<file path="config.mk">
export PLATFORM = sky130hd
export DESIGN_NAME = epf_flow_ctrl
export DESIGN_NICKNAME = d
export VERILOG_FILES = /design/src/epf_pkg.sv /design/src/epf_flow_ctrl.sv /design/src/epf_tx_slot.sv
export SDC_FILE = /design/constraint.sdc
export NUM_CORES = 1
export LEC_CHECK = 0
export BUFFER_PORTS_ARGS = -buffer_cell sky130_fd_sc_hd__buf_4
export CORE_AREA = 2 2 266 268
export CTS_BUF_LIST = sky130_fd_sc_hd__clkbuf_2 sky130_fd_sc_hd__clkbuf_4 sky130_fd_sc_hd__clkbuf_8
export CTS_CLUSTER_SIZE = 10
export DETAILED_ROUTE_END_ITERATION = 16
export DIE_AREA = 0 0 268 270
export GPL_ROUTABILITY_DRIVEN = 0
export SLEW_MARGIN = 25
export SYNTH_ARGS = -nofsm -noshare
export SYNTH_HDL_FRONTEND = slang
export SYNTH_SLANG_ARGS = --single-unit
</file>
<file path="constraint.sdc">
create_clock -name clock -period 3.2 [get_ports clock]
set_clock_uncertainty 0.15 [all_clocks]
set_input_delay 0.96 -clock clock [delete_from_list [all_inputs] [get_ports clock]]
set_output_delay 0.96 -clock clock [all_outputs]
set_load 0.03 [all_outputs]
</file>
<file path="src/epf_pkg.sv">
`default_nettype none
package epf_pkg;
    localparam int EPF_SLOTS = 9;
    localparam int EPF_PRIOS = 8;
    localparam int EPF_GLOBAL = 8;
    localparam int EPF_QW = 16;
    localparam logic [EPF_QW-1:0] EPF_QUANTA_RST = 16'h0000;
    localparam logic [EPF_QW-1:0] EPF_TIMER_ZERO = 16'h0000;
    localparam logic [EPF_QW-1:0] EPF_TIMER_STEP = 16'h0001;
    localparam logic [3:0] EPF_SLOT_RST = 4'h0;
    localparam logic [EPF_SLOTS-1:0] EPF_MASK_RST = 9'h000;

    typedef enum logic [0:0] {
        EPF_TX_IDLE = 1'b0,
        EPF_TX_SEND = 1'b1
    } epf_tx_state_e;
endpackage
`default_nettype wire

</file>
<file path="src/epf_flow_ctrl.sv">
// Contract
// - priority pause frames handled only while their enable input is 1.
// - priority checks of addresses, ethertype, opcode each gated by qualifier.
// - valid pause frame sets its request bit, held until processed.
// - valid bit marks quanta usable; bit 8 for a global pause frame.
// - sixteen-bit quanta per priority; global quanta on the ninth output.
// - transmit request bit sends a pause frame; bit 8 global, others priority.
// - resend interval per slot comes from its sixteen-bit refresh input.
// - resend pulse resends frames of all active slots after current one, resets counters.
// - after a frame is sent the matching transmit valid bit is set.
// - receive user enable gates only the user-side request and valid outputs.
// - transmit enable gates sending of pause frames per slot.
// - global pause frames handled only while global enable is 1.
`default_nettype none
module epf_flow_ctrl
    import epf_pkg::*;
(
    input wire logic clock,
    input wire logic rst_b,
    // parsed pause frame from the receive decoder
    input wire logic rxFrameStrobe,
    input wire logic rxFrameIsGlobal,
    input wire logic [EPF_PRIOS-1:0] rxFrameClassEnable,
    input wire logic [EPF_QW-1:0] rxFrameQuanta [0:EPF_PRIOS-1],
    input wire logic rxFrameGroupDestMatch,
    input wire logic rxFrameSingleDestMatch,
    input wire logic rxFrameSourceAddrMatch,
    input wire logic rxFrameEthertypeMatch,
    input wire logic rxFrameOpcodeMatch,
    // receive controls
    input wire logic rxPriorityPauseFrameEnable,
    input wire logic rxPrioPauseCheckGroupDest,
    input wire logic rxPrioPauseCheckSingleDest,
    input wire logic rxPrioPauseCheckSourceAddr,
    input wire logic rxPrioPauseCheckEthertype,
    input wire logic rxPrioPauseCheckOpcode,
    input wire logic rxGlobalPauseFrameEnable,
    input wire logic rxGlobalPauseCheckGroupDest,
    input wire logic rxGlobalPauseCheckSingleDest,
    input wire logic rxGlobalPauseCheckSourceAddr,
    input wire logic rxGlobalPauseCheckEthertype,
    input wire logic rxGlobalPauseCheckOpcode,
    input wire logic [EPF_SLOTS-1:0] rxPauseUserEnable,
    input wire logic [EPF_SLOTS-1:0] rxPauseAcknowledge,
    output logic [EPF_SLOTS-1:0] rxPauseRequest,
    output logic [EPF_SLOTS-1:0] rxPauseValid,
    output logic [EPF_QW-1:0] rxPauseQuanta [0:EPF_SLOTS-1],
    // transmit controls
    input wire logic [EPF_SLOTS-1:0] txPauseSendRequest,
    input wire logic [EPF_SLOTS-1:0] txPauseSendEnable,
    input wire logic [EPF_QW-1:0] txPauseQuanta [0:EPF_SLOTS-1],
    input wire logic [EPF_QW-1:0] txPauseRefreshInterval [0:EPF_SLOTS-1],
    input wire logic txPauseResendPulse,
    output logic [EPF_SLOTS-1:0] txPauseValid,
    // pause frame hand-off to the transmit datapath
    output logic txFrameRequest,
    output logic txFrameIsGlobal,
    output logic [3:0] txFrameSlot,
    output logic [EPF_QW-1:0] txFrameQuanta,
    input wire logic txFrameDone
);
    logic prioOk;
    logic globalOk;
    logic [EPF_SLOTS-1:0] rxHit;
    logic [EPF_SLOTS-1:0] slotPending;
    logic [EPF_SLOTS-1:0] slotSent;
    logic [3:0] pickSlot;
    logic pickAny;
    logic [EPF_SLOTS-1:0] req_ff;
    logic [EPF_SLOTS-1:0] valid_ff;
    logic [EPF_SLOTS-1:0] txValid_ff;
    logic [EPF_QW-1:0] quanta_ff [0:EPF_SLOTS-1];
    logic frameReq_ff;
    logic frameGlobal_ff;
    logic [3:0] frameSlot_ff;
    logic [EPF_QW-1:0] frameQuanta_ff;
    epf_tx_state_e txState_ff;
    epf_tx_state_e nxt_txState;

    // frame qualification; an unchecked field always passes
    assign prioOk = rxFrameStrobe && !rxFrameIsGlobal
        && rxPriorityPauseFrameEnable
        && (!rxPrioPauseCheckGroupDest || rxFrameGroupDestMatch)
        && (!rxPrioPauseCheckSingleDest || rxFrameSingleDestMatch)
        && (!rxPrioPauseCheckSourceAddr || rxFrameSourceAddrMatch)
        && (!rxPrioPauseCheckEthertype || rxFrameEthertypeMatch)
        && (!rxPrioPauseCheckOpcode || rxFrameOpcodeMatch);
    assign globalOk = rxFrameStrobe && rxFrameIsGlobal
        && rxGlobalPauseFrameEnable
        && (!rxGlobalPauseCheckGroupDest || rxFrameGroupDestMatch)
        && (!rxGlobalPauseCheckSingleDest || rxFrameSingleDestMatch)
        && (!rxGlobalPauseCheckSourceAddr || rxFrameSourceAddrMatch)
        && (!rxGlobalPauseCheckEthertype || rxFrameEthertypeMatch)
        && (!rxGlobalPauseCheckOpcode || rxFrameOpcodeMatch);

    // global hit has no class bit; outputs come straight from registers
    assign rxHit[EPF_GLOBAL] = globalOk;
    assign rxPauseRequest = req_ff;
    assign rxPauseValid = valid_ff;
    assign txPauseValid = txValid_ff;
    assign txFrameRequest = frameReq_ff;
    assign txFrameIsGlobal = frameGlobal_ff;
    assign txFrameSlot = frameSlot_ff;
    assign txFrameQuanta = frameQuanta_ff;

    genvar gi;
    generate
        for (gi = 0; gi < EPF_SLOTS; gi++) begin : g_slot
            if (gi < EPF_PRIOS) begin : g_prio
                assign rxHit[gi] = prioOk && rxFrameClassEnable[gi];
            end
            assign rxPauseQuanta[gi] = quanta_ff[gi];

            // quanta capture is part of processing, not gated by user enable
            always_ff @(posedge clock or negedge rst_b) begin
                if (!rst_b) begin
                    quanta_ff[gi] <= EPF_QUANTA_RST;
                end else if (rxHit[gi]) begin
                    // a global frame carries its time in the first field
                    quanta_ff[gi] <= (gi == EPF_GLOBAL) ?
                        rxFrameQuanta[0] : rxFrameQuanta[gi % EPF_PRIOS];
                end
            end

            // request/valid handshake; a new frame beats a same-cycle ack
            always_ff @(posedge clock or negedge rst_b) begin
                if (!rst_b) begin
                    req_ff[gi] <= 1'b0;
                    valid_ff[gi] <= 1'b0;
                end else if (rxHit[gi]
                        && rxPauseUserEnable[gi]) begin
                    req_ff[gi] <= 1'b1;
                    valid_ff[gi] <= 1'b1;
                end else if (rxPauseAcknowledge[gi]) begin
                    req_ff[gi] <= 1'b0;
                    valid_ff[gi] <= 1'b0;
                end
            end

            epf_tx_slot u_slot (
                .clock(clock),
                .rst_b(rst_b),
                .sendRequest(txPauseSendRequest[gi]),
                .sendEnable(txPauseSendEnable[gi]),
                .refreshInterval(txPauseRefreshInterval[gi]),
                .resendPulse(txPauseResendPulse),
                .frameSent(slotSent[gi]),
                .pending(slotPending[gi])
            );

            assign slotSent[gi] = (txState_ff == EPF_TX_SEND) && txFrameDone
                && (frameSlot_ff == 4'(gi));
        end
    endgenerate

    // fixed priority: lowest slot first, global last
    always_comb begin
        pickAny = 1'b0;
        pickSlot = EPF_SLOT_RST;
        for (int i = EPF_SLOTS - 1; i >= 0; i--) begin
            if (slotPending[i]) begin
                pickAny = 1'b1;
                pickSlot = 4'(i);
            end
        end
    end

    // one pause frame in flight; new picks wait for its completion
    always_comb begin
        nxt_txState = txState_ff;
        unique case (txState_ff)
            EPF_TX_IDLE: begin
                if (pickAny) begin
                    nxt_txState = EPF_TX_SEND;
                end
            end
            EPF_TX_SEND: begin
                if (txFrameDone) begin
                    nxt_txState = EPF_TX_IDLE;
                end
            end
        endcase
    end

    // transmit state register
    always_ff @(posedge clock or negedge rst_b) begin
        if (!rst_b) begin
            txState_ff <= EPF_TX_IDLE;
        end else begin
            txState_ff <= nxt_txState;
        end
    end

    // frame descriptor latched at launch so quanta changes mid-frame are safe
    always_ff @(posedge clock or negedge rst_b) begin
        if (!rst_b) begin
            frameReq_ff <= 1'b0;
            frameGlobal_ff <= 1'b0;
            frameSlot_ff <= EPF_SLOT_RST;
            frameQuanta_ff <= EPF_QUANTA_RST;
        end else if (txState_ff == EPF_TX_IDLE && pickAny) begin
            frameReq_ff <= 1'b1;
            frameGlobal_ff <= (pickSlot == 4'(EPF_GLOBAL));
            frameSlot_ff <= pickSlot;
            frameQuanta_ff <= txPauseQuanta[pickSlot];
        end else if (txState_ff == EPF_TX_SEND && txFrameDone) begin
            frameReq_ff <= 1'b0;
        end
    end

    // one-cycle report of each completed pause frame
    always_ff @(posedge clock or negedge rst_b) begin
        if (!rst_b) begin
            txValid_ff <= EPF_MASK_RST;
        end else begin
            txValid_ff <= slotSent;
        end
    end
endmodule // epf_flow_ctrl
`default_nettype wire

</file>
<file path="src/epf_tx_slot.sv">
`default_nettype none
module epf_tx_slot
    import epf_pkg::*;
(
    input wire logic clock,
    input wire logic rst_b,
    input wire logic sendRequest,
    input wire logic sendEnable,
    input wire logic [EPF_QW-1:0] refreshInterval,
    input wire logic resendPulse,
    input wire logic frameSent,
    output logic pending
);
    logic reqPrev_ff;
    logic armed_ff;
    logic pending_ff;
    logic [EPF_QW-1:0] timer_ff;
    logic active;
    logic expire;

    // a slot only acts while asked for and allowed to send
    assign active = sendRequest && sendEnable;
    assign expire = armed_ff && (timer_ff == EPF_TIMER_ZERO);
    assign pending = pending_ff;

    // remember the request for edge detection
    always_ff @(posedge clock or negedge rst_b) begin
        if (!rst_b) begin
            reqPrev_ff <= 1'b0;
        end else begin
            reqPrev_ff <= active;
        end
    end

    // pending set wins over the clear from a sent frame
    always_ff @(posedge clock or negedge rst_b) begin
        if (!rst_b) begin
            pending_ff <= 1'b0;
        end else if (active && !reqPrev_ff) begin
            pending_ff <= 1'b1;
        end else if (active && resendPulse) begin
            pending_ff <= 1'b1;
        end else if (active && expire) begin
            pending_ff <= 1'b1;
        end else if (frameSent || !active) begin
            pending_ff <= 1'b0;
        end
    end

    // refresh countdown, one count per clock, restarted by each send
    always_ff @(posedge clock or negedge rst_b) begin
        if (!rst_b) begin
            armed_ff <= 1'b0;
            timer_ff <= EPF_TIMER_ZERO;
        end else if (!active || resendPulse) begin
            armed_ff <= 1'b0;
            timer_ff <= EPF_TIMER_ZERO;
        end else if (frameSent) begin
            armed_ff <= 1'b1;
            timer_ff <= refreshInterval;
        end else if (expire) begin
            armed_ff <= 1'b0;
        end else if (armed_ff) begin
            timer_ff <= timer_ff - EPF_TIMER_STEP;
        end
    end
endmodule // epf_tx_slot
`default_nettype wire

</file>
* Word-level counts from Yosys, hierarchy flattened *
Cells that the tools add are included.

storage, ports and cells
  register bits after elaboration = 356
  bits of input ports = 483
  output and inout bits = 193
  logic and storage cells = 433

cells by class
  add/subtract/negate cells = 9
  magnitude comparators = 1
  eq/ne operators = 18
  muxes and demuxes = 143
  bitwise gates (word level) = 2
  reduce and logical (&&, ||, !) cells = 200

operators by type and width
  operator                                               number
  two-way mux 16 bit                                     38
  zero test 16 bit                                       9
  subtractor 16 x 1 -> 16 bit, second input constant     9
  two-way mux 1 bit                                      94
  logical AND 1 bit                                      87
  binary-select mux 16 bit (select 4 bit)                1
  nonzero test 3 bit                                     18
  two-way mux 4 bit                                      9
  nonzero test 4 bit                                     9
  zero test 1 bit                                        29
  logical OR 1 bit                                       28
  inequality test 3 x 2 -> 1 bit, second input constant  9
  nonzero test 2 bit                                     10
  AND reduction 2 bit                                    9
  == test 4 x 3 -> 1 bit, second input constant          4
  == test 4 x 2 -> 1 bit, second input constant          2
  == test 4 bit, second input constant                   2
  >= comparator 5 bit, second input constant             1
  NOT 4 -> 5 bit                                         1
  == test 4 x 1 -> 1 bit, second input constant          1
  zero test 4 bit                                        1
  one-hot mux 1 bit (2 select lines)                     1
  NOT 1 bit                                              1

* Longest topological paths before layout *
Gate-level depths: netlist of the first run.

  word-level depth = 13
  mapped depth = 9
  mapped depth without buffers = 8

* By module *
A second synthesis of the first run with hierarchy kept.

unflattened totals
  cell total of the unflattened synthesis = 1,836
  area total of the unflattened synthesis = 18,821.8 sq um

modules (own cells, without submodules)
  module                              times used  cells an instance  area an instance (sq um)  seq. area each (sq um)
  epf_flow_ctrl                       1           674                8,365.5                   4,629.4
  epf_tx_slot (g_slot[2].u_slot ...)  6           129                1,178.6                   475.5
  epf_tx_slot (g_slot[0].u_slot ...)  2           128                1,109.8                   475.5
  epf_tx_slot (g_slot[8].u_slot)      1           132                1,164.9                   475.5

* Worst setup path after synthesis of the first run *
OpenSTA, ideal clock, no wires.

  path type = in2reg
  start point = in rxFrameSourceAddrMatch
  end point = reg quanta_ff, in the netlist rxPauseQuanta[134]
  library setup time = 128 ps
  arrival time = 2,597 ps
  required time = 2,922 ps
  setup slack = 326 ps
  cell stages on the path = 8
  path buffers = 3
  path through = inv_1 a222oi_1 and2_1 clkbuf_1 buf_2 nand2_1 clkbuf_1 mux2_1

on the way
  longest elaborated chain between the ends = 5

RTL lines
  element                         line                  RTL
  start: declaration              epf_flow_ctrl.sv:27   input wire logic rxFrameSourceAddrMatch,
  logical OR 1 bit                epf_flow_ctrl.sv:85   && (!rxPrioPauseCheckSourceAddr || rxFrameSourceAddrMatch)
  logical AND 1 bit               epf_flow_ctrl.sv:85
  logical AND 1 bit               epf_flow_ctrl.sv:86   && (!rxPrioPauseCheckEthertype || rxFrameEthertypeMatch)
  logical AND 1 bit               epf_flow_ctrl.sv:87   && (!rxPrioPauseCheckOpcode || rxFrameOpcodeMatch);
  logical AND 1 bit               epf_flow_ctrl.sv:110  assign rxHit[gi] = prioOk && rxFrameClassEnable[gi];
  end signal: indexed assignment  epf_flow_ctrl.sv:120  quanta_ff[gi] <= (gi == EPF_GLOBAL) ?
  end: declaration                epf_flow_ctrl.sv:72   logic [EPF_QW-1:0] quanta_ff [0:EPF_SLOTS-1];

Every way passes these cells.
A chain may end at the register's enable or synchronous reset.

* Worst setup path after layout of the first run *
  start point = reg g_slot[3].u_slot.pending_ff
  end point = reg frameQuanta_ff[1] (netlist: txFrameQuanta[1])

on the way
  longest elaborated chain between the ends = 8
  elaborated cells between the ends (all ways) = 13
  classes of those cells = 11 x mux; 1 x bitwise; 1 x reduce/logical

RTL lines
  element                                                 line                  RTL
  start: declaration                                      epf_tx_slot.sv:16     logic pending_ff;
  start signal: assignment                                epf_tx_slot.sv:38     pending_ff <= 1'b0;
  start signal: assignment                                epf_tx_slot.sv:40     pending_ff <= 1'b1;
  start signal: assignment                                epf_tx_slot.sv:42     pending_ff <= 1'b1;
  two-way mux 4 bit (4 in series)                         epf_flow_ctrl.sv:161  if (slotPending[i]) begin
  NOT 4 -> 5 bit (not written as such)                    epf_flow_ctrl.sv:205  frameQuanta_ff <= txPauseQuanta[pickSlot];
  binary-select mux 16 bit (select 4 bit)                 epf_flow_ctrl.sv:205
  two-way mux 16 bit (not written as such) (2 in series)  epf_flow_ctrl.sv:205
  end signal: assignment                                  epf_flow_ctrl.sv:205
  end: declaration                                        epf_flow_ctrl.sv:76   logic [EPF_QW-1:0] frameQuanta_ff;

Several ways; a longest one is shown, not always the timed one. The select of a mux whose other input is x is not followed.

==> flow_metrics.tcl, run 1 <==
set metrics [dict create \
    status "finished, final reports clean" \
    synth-seq-cells 356 \
    die_x_um 268 \
    vias 17278 \
    path_cells "nor2_1, a221oi_4, o21bai_4, buf_4, mux2_2, nand3_1, o2111ai_1" \
    cts_tree "built" \
    antenna_left 0 \
    rsz0062_at_grt "false" \
    synth_ff_type "dfrtp_1" \
    power.leakage_nw 12.4 \
    ioPinCount 676 \
    grt_antenna_before_repair 16 \
    hold_viol_final 0 \
    crit_slowest_cell "o21bai_4" \
    area_delta_synth_final_pct 44.1 \
    start_kind "register" \
    cts_buffers 68 \
    hold_buffers 0 \
    synth_async_sr_flop_share 1.00 \
    slowest_delay_ns 0.65 \
    drv_slew 0 \
    dieArea_um2 72400 \
    fill_cells 7124 \
    grt_max_degree 63 \
    path_class "reg -> reg" \
    finalSetupViolCount 0 \
    syn_area_um2 18200 \
    multi_input_area_um2 8670 \
    avgSynthCellArea_um2 9.92 \
    netlist_instances 1831 \
    ys_types 85 \
    gr-total-overflow 0 \
    grtUsageTotal 0.199 \
    cts_resized 0 \
    grt_pass1_wl_um 108000 \
    placed_area_um2 24700 \
    clk-insertion-delay-late_ns 0.64 \
    final_layout_size_suffix_gt1_frac 0.393 \
    wl_um 74100 \
    crit_fanout 20 \
    htreeDepth 3 \
    utilization 0.376 \
    r2r_slack_ns 0.52 \
    hold_path.class "in -> async" \
    cts_buffer_depth 3 \
    crit_family "compound AO/OA/AOI/OAI gates" \
    cp_num_buf_inv 1 \
    synth_edf_count 0 \
    rows 97 \
    tns_ns 0 \
    irDropWorstVdd_mv 0.280 \
    final_area_um2 26200 \
    tightest_slew_ns 0.907 \
    die_h_um 270 \
    rr_endpoint "txFrameQuanta[1]" \
    fin_crit_sh 0.838 \
    r2r_start "g_slot[3].u_slot.pending" \
    syn_nets 2332 \
    cts_root_buffer "clkbuf_8" \
    r2r_cells 7 \
    cts_sinks 356 \
    dp_hpwl_um 59000 \
    fmax_ghz 0.373 \
    power_density_nw_per_um2 550 \
    layout.nets 3072 \
    cts.clk_slew.worst_paths_ns 0.06 \
    end_kind "register" \
    cp.arrival_ns 3.00 \
    core-area_um2 69500 \
    initial_core_util 0.261 \
    yosysWarnings 0 \
    first_global_vias 17449 \
    max-slew-margin-rel 0.394 \
    post_cts_buffers 0 \
    final.min_clock_period_ns 2.68 \
    via_per_inst 4.84 \
    wl_per_cell_um 20.8 \
    ff_latch_area_um2 8910 \
    port_buffers 675 \
    ys_seq_area_frac 0.490 \
    remaining_drc_errors 0 \
    drtIter0Drc 1028 \
    worstPathRequired_ns 3.52 \
    drtPass1Iterations 5 \
    cap_viol_max_count 0 \
]
[placed cells by master (no fill, tap or decap), types with 38 or more instances in the layout]
cell,instances
xnor2_1,47
o21ai_0,89
a21oi_1,156
dfrtp_1,356
nand2_1,180
mux2_2,129
buf_4,743
nor4_1,38
nand3_1,50
nor2_1,138
inv_1,67
nor3_1,42
clkbuf_8,83
[where the power goes]
group | total (mW) | internal (mW) | switching, mW
Combinational | 4.14 | 1.74 | 2.40
Sequential | 5.45 | 5.07 | 0.385
Clock | 4.80 | 2.71 | 2.09
[flip-flops by register name (all words and copies together) (netlist names)]
name and flops:
txPauseValid 9, txFrameRequest 1, g_slot.u_slot.armed_ff 9, txState_ff 1
txFrameSlot 4, rxPauseValid 9, rxPauseQuanta 144, txFrameQuanta 16
txFrameIsGlobal 1, g_slot.u_slot.reqPrev_ff 9, g_slot.u_slot.pending 9, g_slot.u_slot.timer_ff 144
[synthesized netlist by cell type, types with 28 or more instances]
cell / number / area, um^2
a21oi_1: 156 / 781
o21ai_0: 89 / 445
dfrtp_1: 356 / 8910
nor4_1: 38 / 238
mux2_2: 129 / 1450
inv_1: 67 / 251
o22ai_1: 30 / 188
nor2_1: 138 / 518
clkbuf_1: 55 / 206
nand2_1: 180 / 676
a211oi_1: 30 / 225
xor2_1: 28 / 245
xnor2_1: 47 / 412
nand3_1: 50 / 250
nor3_1: 43 / 215
[kinds of logic after synthesis]
kind of cell	count (synthesis)	share of synthesized area
compound gates	461	0.157
xor+xnor	75	0.0362
fa+ha+maj	18	0.0124
buf+inv	149	0.0332
flops	356	0.490
mux	175	0.107
simple gates	597	0.165
[worst max-delay path by stage]
| stage | start | slack [ns] | depth (start not counted) | end |
|---|---|---|---|---|
| 3_3_place_gp | txFrameDone | 0.33 | 8 | g_slot[3].u_slot.timer_ff[15] |
| 2_1_floorplan | rxFrameSourceAddrMatch | 0.33 | 8 | rxPauseQuanta[134] |
| 5_1_grt | g_slot[1].u_slot.timer_ff[0] | 0.33 | 7 | g_slot[1].u_slot.timer_ff[15] |
| 6_report | g_slot[3].u_slot.pending | 0.52 | 7 | txFrameQuanta[1] |
| 4_1_cts | g_slot[6].u_slot.pending | 0.50 | 7 | txFrameQuanta[1] |
| 3_5_place_dp | txFrameDone | 0.30 | 8 | g_slot[3].u_slot.timer_ff[15] |
[metrics by stage]
step | hold slack [ns] | worst slack (ns) | cells | power [mW]
3_3_place_gp | 0.325 | 0.327 | 3441 | 9.66
2_1_floorplan | 0.319 | 0.326 | 1831 | 7.60
5_1_grt | 0.0974 | 0.330 | 3566 | 15.1
4_1_cts | 0.0743 | 0.498 | 3561 | 14.6
6_report | 0.114 | 0.519 | 3569 | 14.4
3_5_place_dp | 0.333 | 0.304 | 3441 | 9.71
[metal layers]
layer  share of wire  global-route usage  up-vias
met5         0.00058                   0        -
met2            0.49               0.348      723
li1                -                   -     8161
met4           0.040              0.0848        8
met1            0.37               0.214     8223
met3           0.098              0.0739      163
[area by class of cell]
cell class,instances,share of cell area
flip-flops and latches,356,0.340
multi-input cells,1326,0.331
repair buffers,749,0.217
clock buffers,106,0.0502
well taps,940,0.0449
inverters,70,0.0100
clock inverters,14,0.00497
diodes,8,0.000765
Note: power is estimated with default switching activity, not from simulation.
==> run 2: changes to the inputs <==
Clock period 3.2 ns to 2.24 ns, I/O delays scaled along.
==> run 2 against run 1 <==
  * Combinational power increased by 57%
  * Register-to-register slack got worse by 0.69 ns
  * Sequential cell count unchanged
  * Fmax increased by 11%
  * Highest routed layer unchanged
  * Global-route usage decreased by 0.26 points
  * First-iteration DRC count decreased by 6.2%
  * The flow now finishes with violations (setup timing)
  * Cell count increased by 6.1%
  * Clock power increased by 56%
  * Critical path depth decreased by 1
  * Sequential share of layout area decreased by 3.3 points
  * Total power increased by 51%
  * Final area increased by 11%
  * Critical path type unchanged
  * Largest power group unchanged
==> flow_metrics.tcl, run 2 (same netlist as run 1, synthesis figures left out) <==
set metrics [dict create \
    layout.nets 3287 \
    cts_buffer_depth 3 \
    holdWs_ns 0.0996 \
    tightest_slew_ns 0.744 \
    first_global_vias 18176 \
    hold_path.class "in -> reg" \
    dp_slack_ns -0.191 \
    fmax_ghz 0.415 \
    min_path_cells 3 \
    wl_um 74100 \
    path_class "reg -> reg" \
    via_per_inst 4.80 \
    dp_hpwl_um 57700 \
    final_area_um2 29000 \
    drtPass1Iterations 5 \
    r2r_cells 6 \
    drtIter0Drc 964 \
    port_buffers 675 \
    fin_crit_sh 1.08 \
    die_x_um 268 \
    hold_viol_final 0 \
    antenna_left 0 \
    max-slew-margin-rel 0.499 \
    rsz0062_at_grt "true" \
    path_cells "or4_4, or3_4, or4_4, nor3_4, xnor2_1, a21oi_1" \
    r2r_slack_ns -0.17 \
    placed_area_um2 26400 \
    grtUsageTotal 0.197 \
    wl_per_cell_um 19.6 \
    start_kind "register" \
    cts_sinks 356 \
    cts.clk_slew.worst_paths_ns 0.06 \
    grt_max_degree 50 \
    die_h_um 270 \
    utilization 0.417 \
    htreeDepth 3 \
    vias 18156 \
    dieArea_um2 72400 \
    crit_fanout 3 \
    fin_cells 3786 \
    irDropWorstVdd_mv 0.498 \
    cap_viol_max_count 0 \
    remaining_drc_errors 0 \
    end_kind "register" \
    finalSetupViolCount 21 \
    ioPinCount 676 \
    power.leakage_nw 13.8 \
    grt_antenna_before_repair 14 \
    grt_pass1_wl_um 109000 \
    final_layout_size_suffix_gt1_frac 0.485 \
    drv_slew 0 \
    worstPathRequired_ns 2.59 \
    cts_tree "built" \
    final_cell_mix "buf_4 (906), dfrtp_1 (351), nand2_1 (170), a21oi_1 (139)" \
    crit_slowest_cell "or4_4" \
    place_inst 3615 \
    core-area_um2 69500 \
    cts_root_buffer "clkbuf_8" \
    area_delta_synth_final_pct 59.5 \
    slowest_delay_ns 0.52 \
    fin_ws_ns -0.169 \
    layout_commonest_cell "buf_4" \
    status "finished with violations" \
    violations "setup timing" \
    gr-total-overflow 0 \
    final.min_clock_period_ns 2.41 \
    power_density_nw_per_um2 752 \
    p_total_mw 21.8 \
    cp.arrival_ns 2.76 \
    tns_ns -1.86 \
    initial_core_util 0.261 \
    crit_top_cell "or4_4" \
    rows 97 \
    cts_buffers 73 \
    clk-insertion-delay-late_ns 0.63 \
]
[run 2: cell count changes in the layout (fill, tap and decap cells not counted), sizes merged, moves of 3 or more]
| cell | change |
|---|---|
| buf | +205 |
| bufinv | +3 |
| clkbuf | +13 |
| clkinv | -6 |
[run 2: cell type report]
type / count / area (um^2)
Fill cell: 6803 / 40600
Inverter: 70 / 263
Clock inverter: 11 / 165
Sequential cell: 356 / 8910
Multi-Input combinational cell: 1328 / 9400
Clock buffer: 117 / 1440
Tap cell: 940 / 1180
Antenna cell: 7 / 17.5
Timing Repair Buffer: 957 / 7610
[run 2: critical path: cells and delay by family, from the launching register on]
kind                      cells  cell delay [ns]
and+or+nand+nor               4             1.54
DFF                           1             0.38
AOI/OAI and AO/OA             1             0.08
xor gates and xnor gates      1             0.15
[run 2: repair_timing]
action | CTS | global route
pin swaps | 17 | 62
setup buffers | 7 | 25
gates resized for setup | 30 | 142
gates cloned | 1 | 4
hold buffers | 1 | 0
setup endpoints to repair | 54 | 129
endpoints found under the hold margin | 27 | 0
[run 2: per-layer routing]
layer	GRT usage	wire, um	vias up
met3	0.0479	4730	136
li1	-	-	8585
met2	0.299	33500	568
met1	0.276	34100	8853
met4	0.0548	1750	14
met5	0	87	-
[run 2: where the power goes]
group	switching, mW	internal (mW)	total (mW)
logic	3.62	2.89	6.52
clock network	3.00	4.52	7.51
registers	0.536	7.25	7.78
total	7.15	14.7	21.8
[run 2: final timing paths]
kind | endpoint | startpoint
min in group asynchronous | rxPauseQuanta[28] | rst_b
min | g_slot[2].u_slot.timer_ff[6] | txPauseRefreshInterval[102]
min reg2reg | rxPauseQuanta[31] | rxPauseQuanta[31]
max | g_slot[4].u_slot.timer_ff[14] | g_slot[4].u_slot.timer_ff[7]
max reg2reg | g_slot[4].u_slot.timer_ff[14] | g_slot[4].u_slot.timer_ff[7]
max in group asynchronous | g_slot[5].u_slot.pending | rst_b
==> run 3: changes to the inputs <==
Settings changed: CORE_AREA 2 2 266 268 to 2 2 261 263, DIE_AREA 0 0 268 270 to 0 0 263 265.
==> run 3 against run 2 <==
  * The flow still finishes with violations (setup timing)
  * Sequential power barely moved
  * Sequential cell count did not move
  * Cell count fell by 1.8%
  * Wire length barely moved
  * Via count rose by 2.4%
  * Non-clock buffer count rose by 5
  * Largest power group unchanged
==> flow_metrics.tcl, run 3 (same netlist as run 1, synthesis figures left out) <==
set metrics [dict create \
    power.leakage_nw 13.8 \
    antenna_left 0 \
    grt_max_degree 67 \
    cts_root_buffer "clkbuf_8" \
    dp_hpwl_um 57200 \
    grt_antenna_before_repair 7 \
    fmax_ghz 0.408 \
    cts_sinks 356 \
    initial_core_util 0.272 \
    path_class "reg -> reg" \
    final.min_clock_period_ns 2.45 \
    remaining_drc_errors 0 \
    r2r_slack_ns -0.21 \
    path_cells "or4_4, or3_4, or4_4, nor4_4, xnor2_1, o21ai_1" \
    final_layout_size_suffix_gt1_frac 0.490 \
    cts_buffer_depth 3 \
    via_per_inst 5.00 \
    crit_family "simple AND/OR/NAND/NOR gates" \
    die_x_um 263 \
    status "finished with violations" \
    fin_cells 3718 \
    power_density_nw_per_um2 741 \
    end_kind "register" \
    irDropWorstVdd_mv 0.632 \
    clk-insertion-delay-late_ns 0.63 \
    rows 95 \
    hold_path.class "in -> reg" \
    min_from "rxPauseAcknowledge[8]" \
    grtUsageTotal 0.201 \
    core-area_um2 66800 \
    first_global_vias 18783 \
    slowest_delay_ns 0.54 \
    switching_share 0.336 \
    place_inst 3532 \
    max-slew-margin-rel 0.469 \
    drtIter0Drc 1243 \
    cts.clk_slew.worst_paths_ns 0.06 \
    wl_per_cell_um 19.9 \
    drtPass1Iterations 5 \
    start_kind "register" \
    drv_slew 0 \
    cp.arrival_ns 2.82 \
    cp_num_buf_inv 0 \
    crit_top_cell "or4_4" \
    worstPathRequired_ns 2.61 \
    vias 18590 \
    clkPwrFrac 0.330 \
    fin_crit_sh 1.09 \
    r2r_start "g_slot[4].u_slot.timer_ff[6]" \
    rsz0062_at_grt "true" \
    grt_pass1_wl_um 110000 \
    seqPwrFrac 0.364 \
    cts_tree "built" \
    layout.nets 3291 \
    gr-total-overflow 0 \
    area_delta_synth_final_pct 59.3 \
    placed_area_um2 26100 \
    startpoint "g_slot[4].u_slot.timer_ff[6]" \
    violations "setup timing" \
    port_buffers 675 \
    hold_viol_final 0 \
    p_comb_frac 0.306 \
    finalSetupViolCount 35 \
    crit_slowest_cell "or4_4" \
    fill_cells 6476 \
    holdWs_ns 0.0795 \
    fin_ws_ns -0.212 \
    htreeDepth 3 \
    internal_power_mw 14.3 \
    layout_commonest_cell "buf_4" \
    cap_viol_max_count 0 \
    cts_buffers 71 \
    crit_fanout 3 \
    final_area_um2 28900 \
    final_cell_mix "buf_4 (911), dfrtp_1 (351), nand2_1 (170), a21oi_1 (141), mux2_2 (129)" \
    wl_um 74100 \
    dieArea_um2 69700 \
    p_sw_mw 7.20 \
    ioPinCount 676 \
    die_h_um 265 \
    tightest_slew_ns 0.790 \
]
run 3: changes by cell type in the layout (fill, tap and decap cells not counted), sizes merged, moves of 3 or more:
cell,previous run,this run
clkinv,5,12
diode,7,1
buf,954,958
inv,68,71
clkbuf,119,112
bufinv,4,1
run 3: layer usage:
metal | vias up | part of all wire | track usage
met1 | 9198 | 0.44 | 0.270
met3 | 158 | 0.065 | 0.0526
li1 | 8582 | - | -
met2 | 646 | 0.46 | 0.313
met4 | 6 | 0.030 | 0.0676
met5 | - | 0.00061 | 0
run 3: layout make-up:
cell class	count	area, um^2	area share
inverters	70	263	0.00908
flip-flops and latches	356	8910	0.308
clock inverters	17	134	0.00463
clock buffers	110	1380	0.0476
well taps	873	1090	0.0377
diodes	1	2.50	0.0000865
multi-input cells	1329	9500	0.328
repair buffers	962	7660	0.265
run 3: worst paths after layout:
| check | to | depth (start not counted) |
|---|---|---|
| setup / recovery | g_slot[4].u_slot.timer_ff[15] | 6 |
| hold / removal | rxPauseValid[8] | 2 |
| setup reg to reg | g_slot[4].u_slot.timer_ff[15] | 6 |
| hold reg to reg | rxPauseQuanta[16] | 1 |
| max in group asynchronous | txFrameQuanta[2] | 4 |
| min in group asynchronous | rxPauseQuanta[115] | 2 |
run 3: power groups by stage:
| stage | clock (mW) | sequential, mW | combinational (mW) |
|---|---|---|---|
| after floorplan | 0 | 9.23 | 1.65 |
| after global placement | 0 | 7.87 | 6.07 |
| after detailed placement | 0 | 7.90 | 6.16 |
| after CTS | 7.34 | 7.79 | 6.24 |
| after global routing | 7.65 | 7.89 | 6.92 |
| final | 7.07 | 7.81 | 6.56 |
run 3: worst reg2reg max path, cell delays in order (launching register included):
cell,delay [ns]
dfrtp_1,0.38
or4_4,0.54
or3_4,0.34
or4_4,0.46
nor4_4,0.25
xnor2_1,0.15
o21ai_1,0.08
run 3: timing repair:
action	CTS	global route
hold buffers	2	0
setup endpoints to repair	66	103
hold endpoints to repair	49	0
gates resized for setup	38	164
pin swaps	26	82
cloned	2	6
buffers inserted	6	43
run 3: stage by stage:
stage	utilization	power, mW	setup TNS [ns]	setup slack, ns
6_report	0.433	21.4	-2.43	-0.212
5_1_grt	0.433	22.5	-7.23	-0.294
4_1_cts	0.417	21.4	-2.02	-0.210
3_5_place_dp	0.391	14.1	-15.33	-0.202
3_3_place_gp	0.391	13.9	-9.28	-0.191
2_1_floorplan	-	10.9	-0.592	-0.184
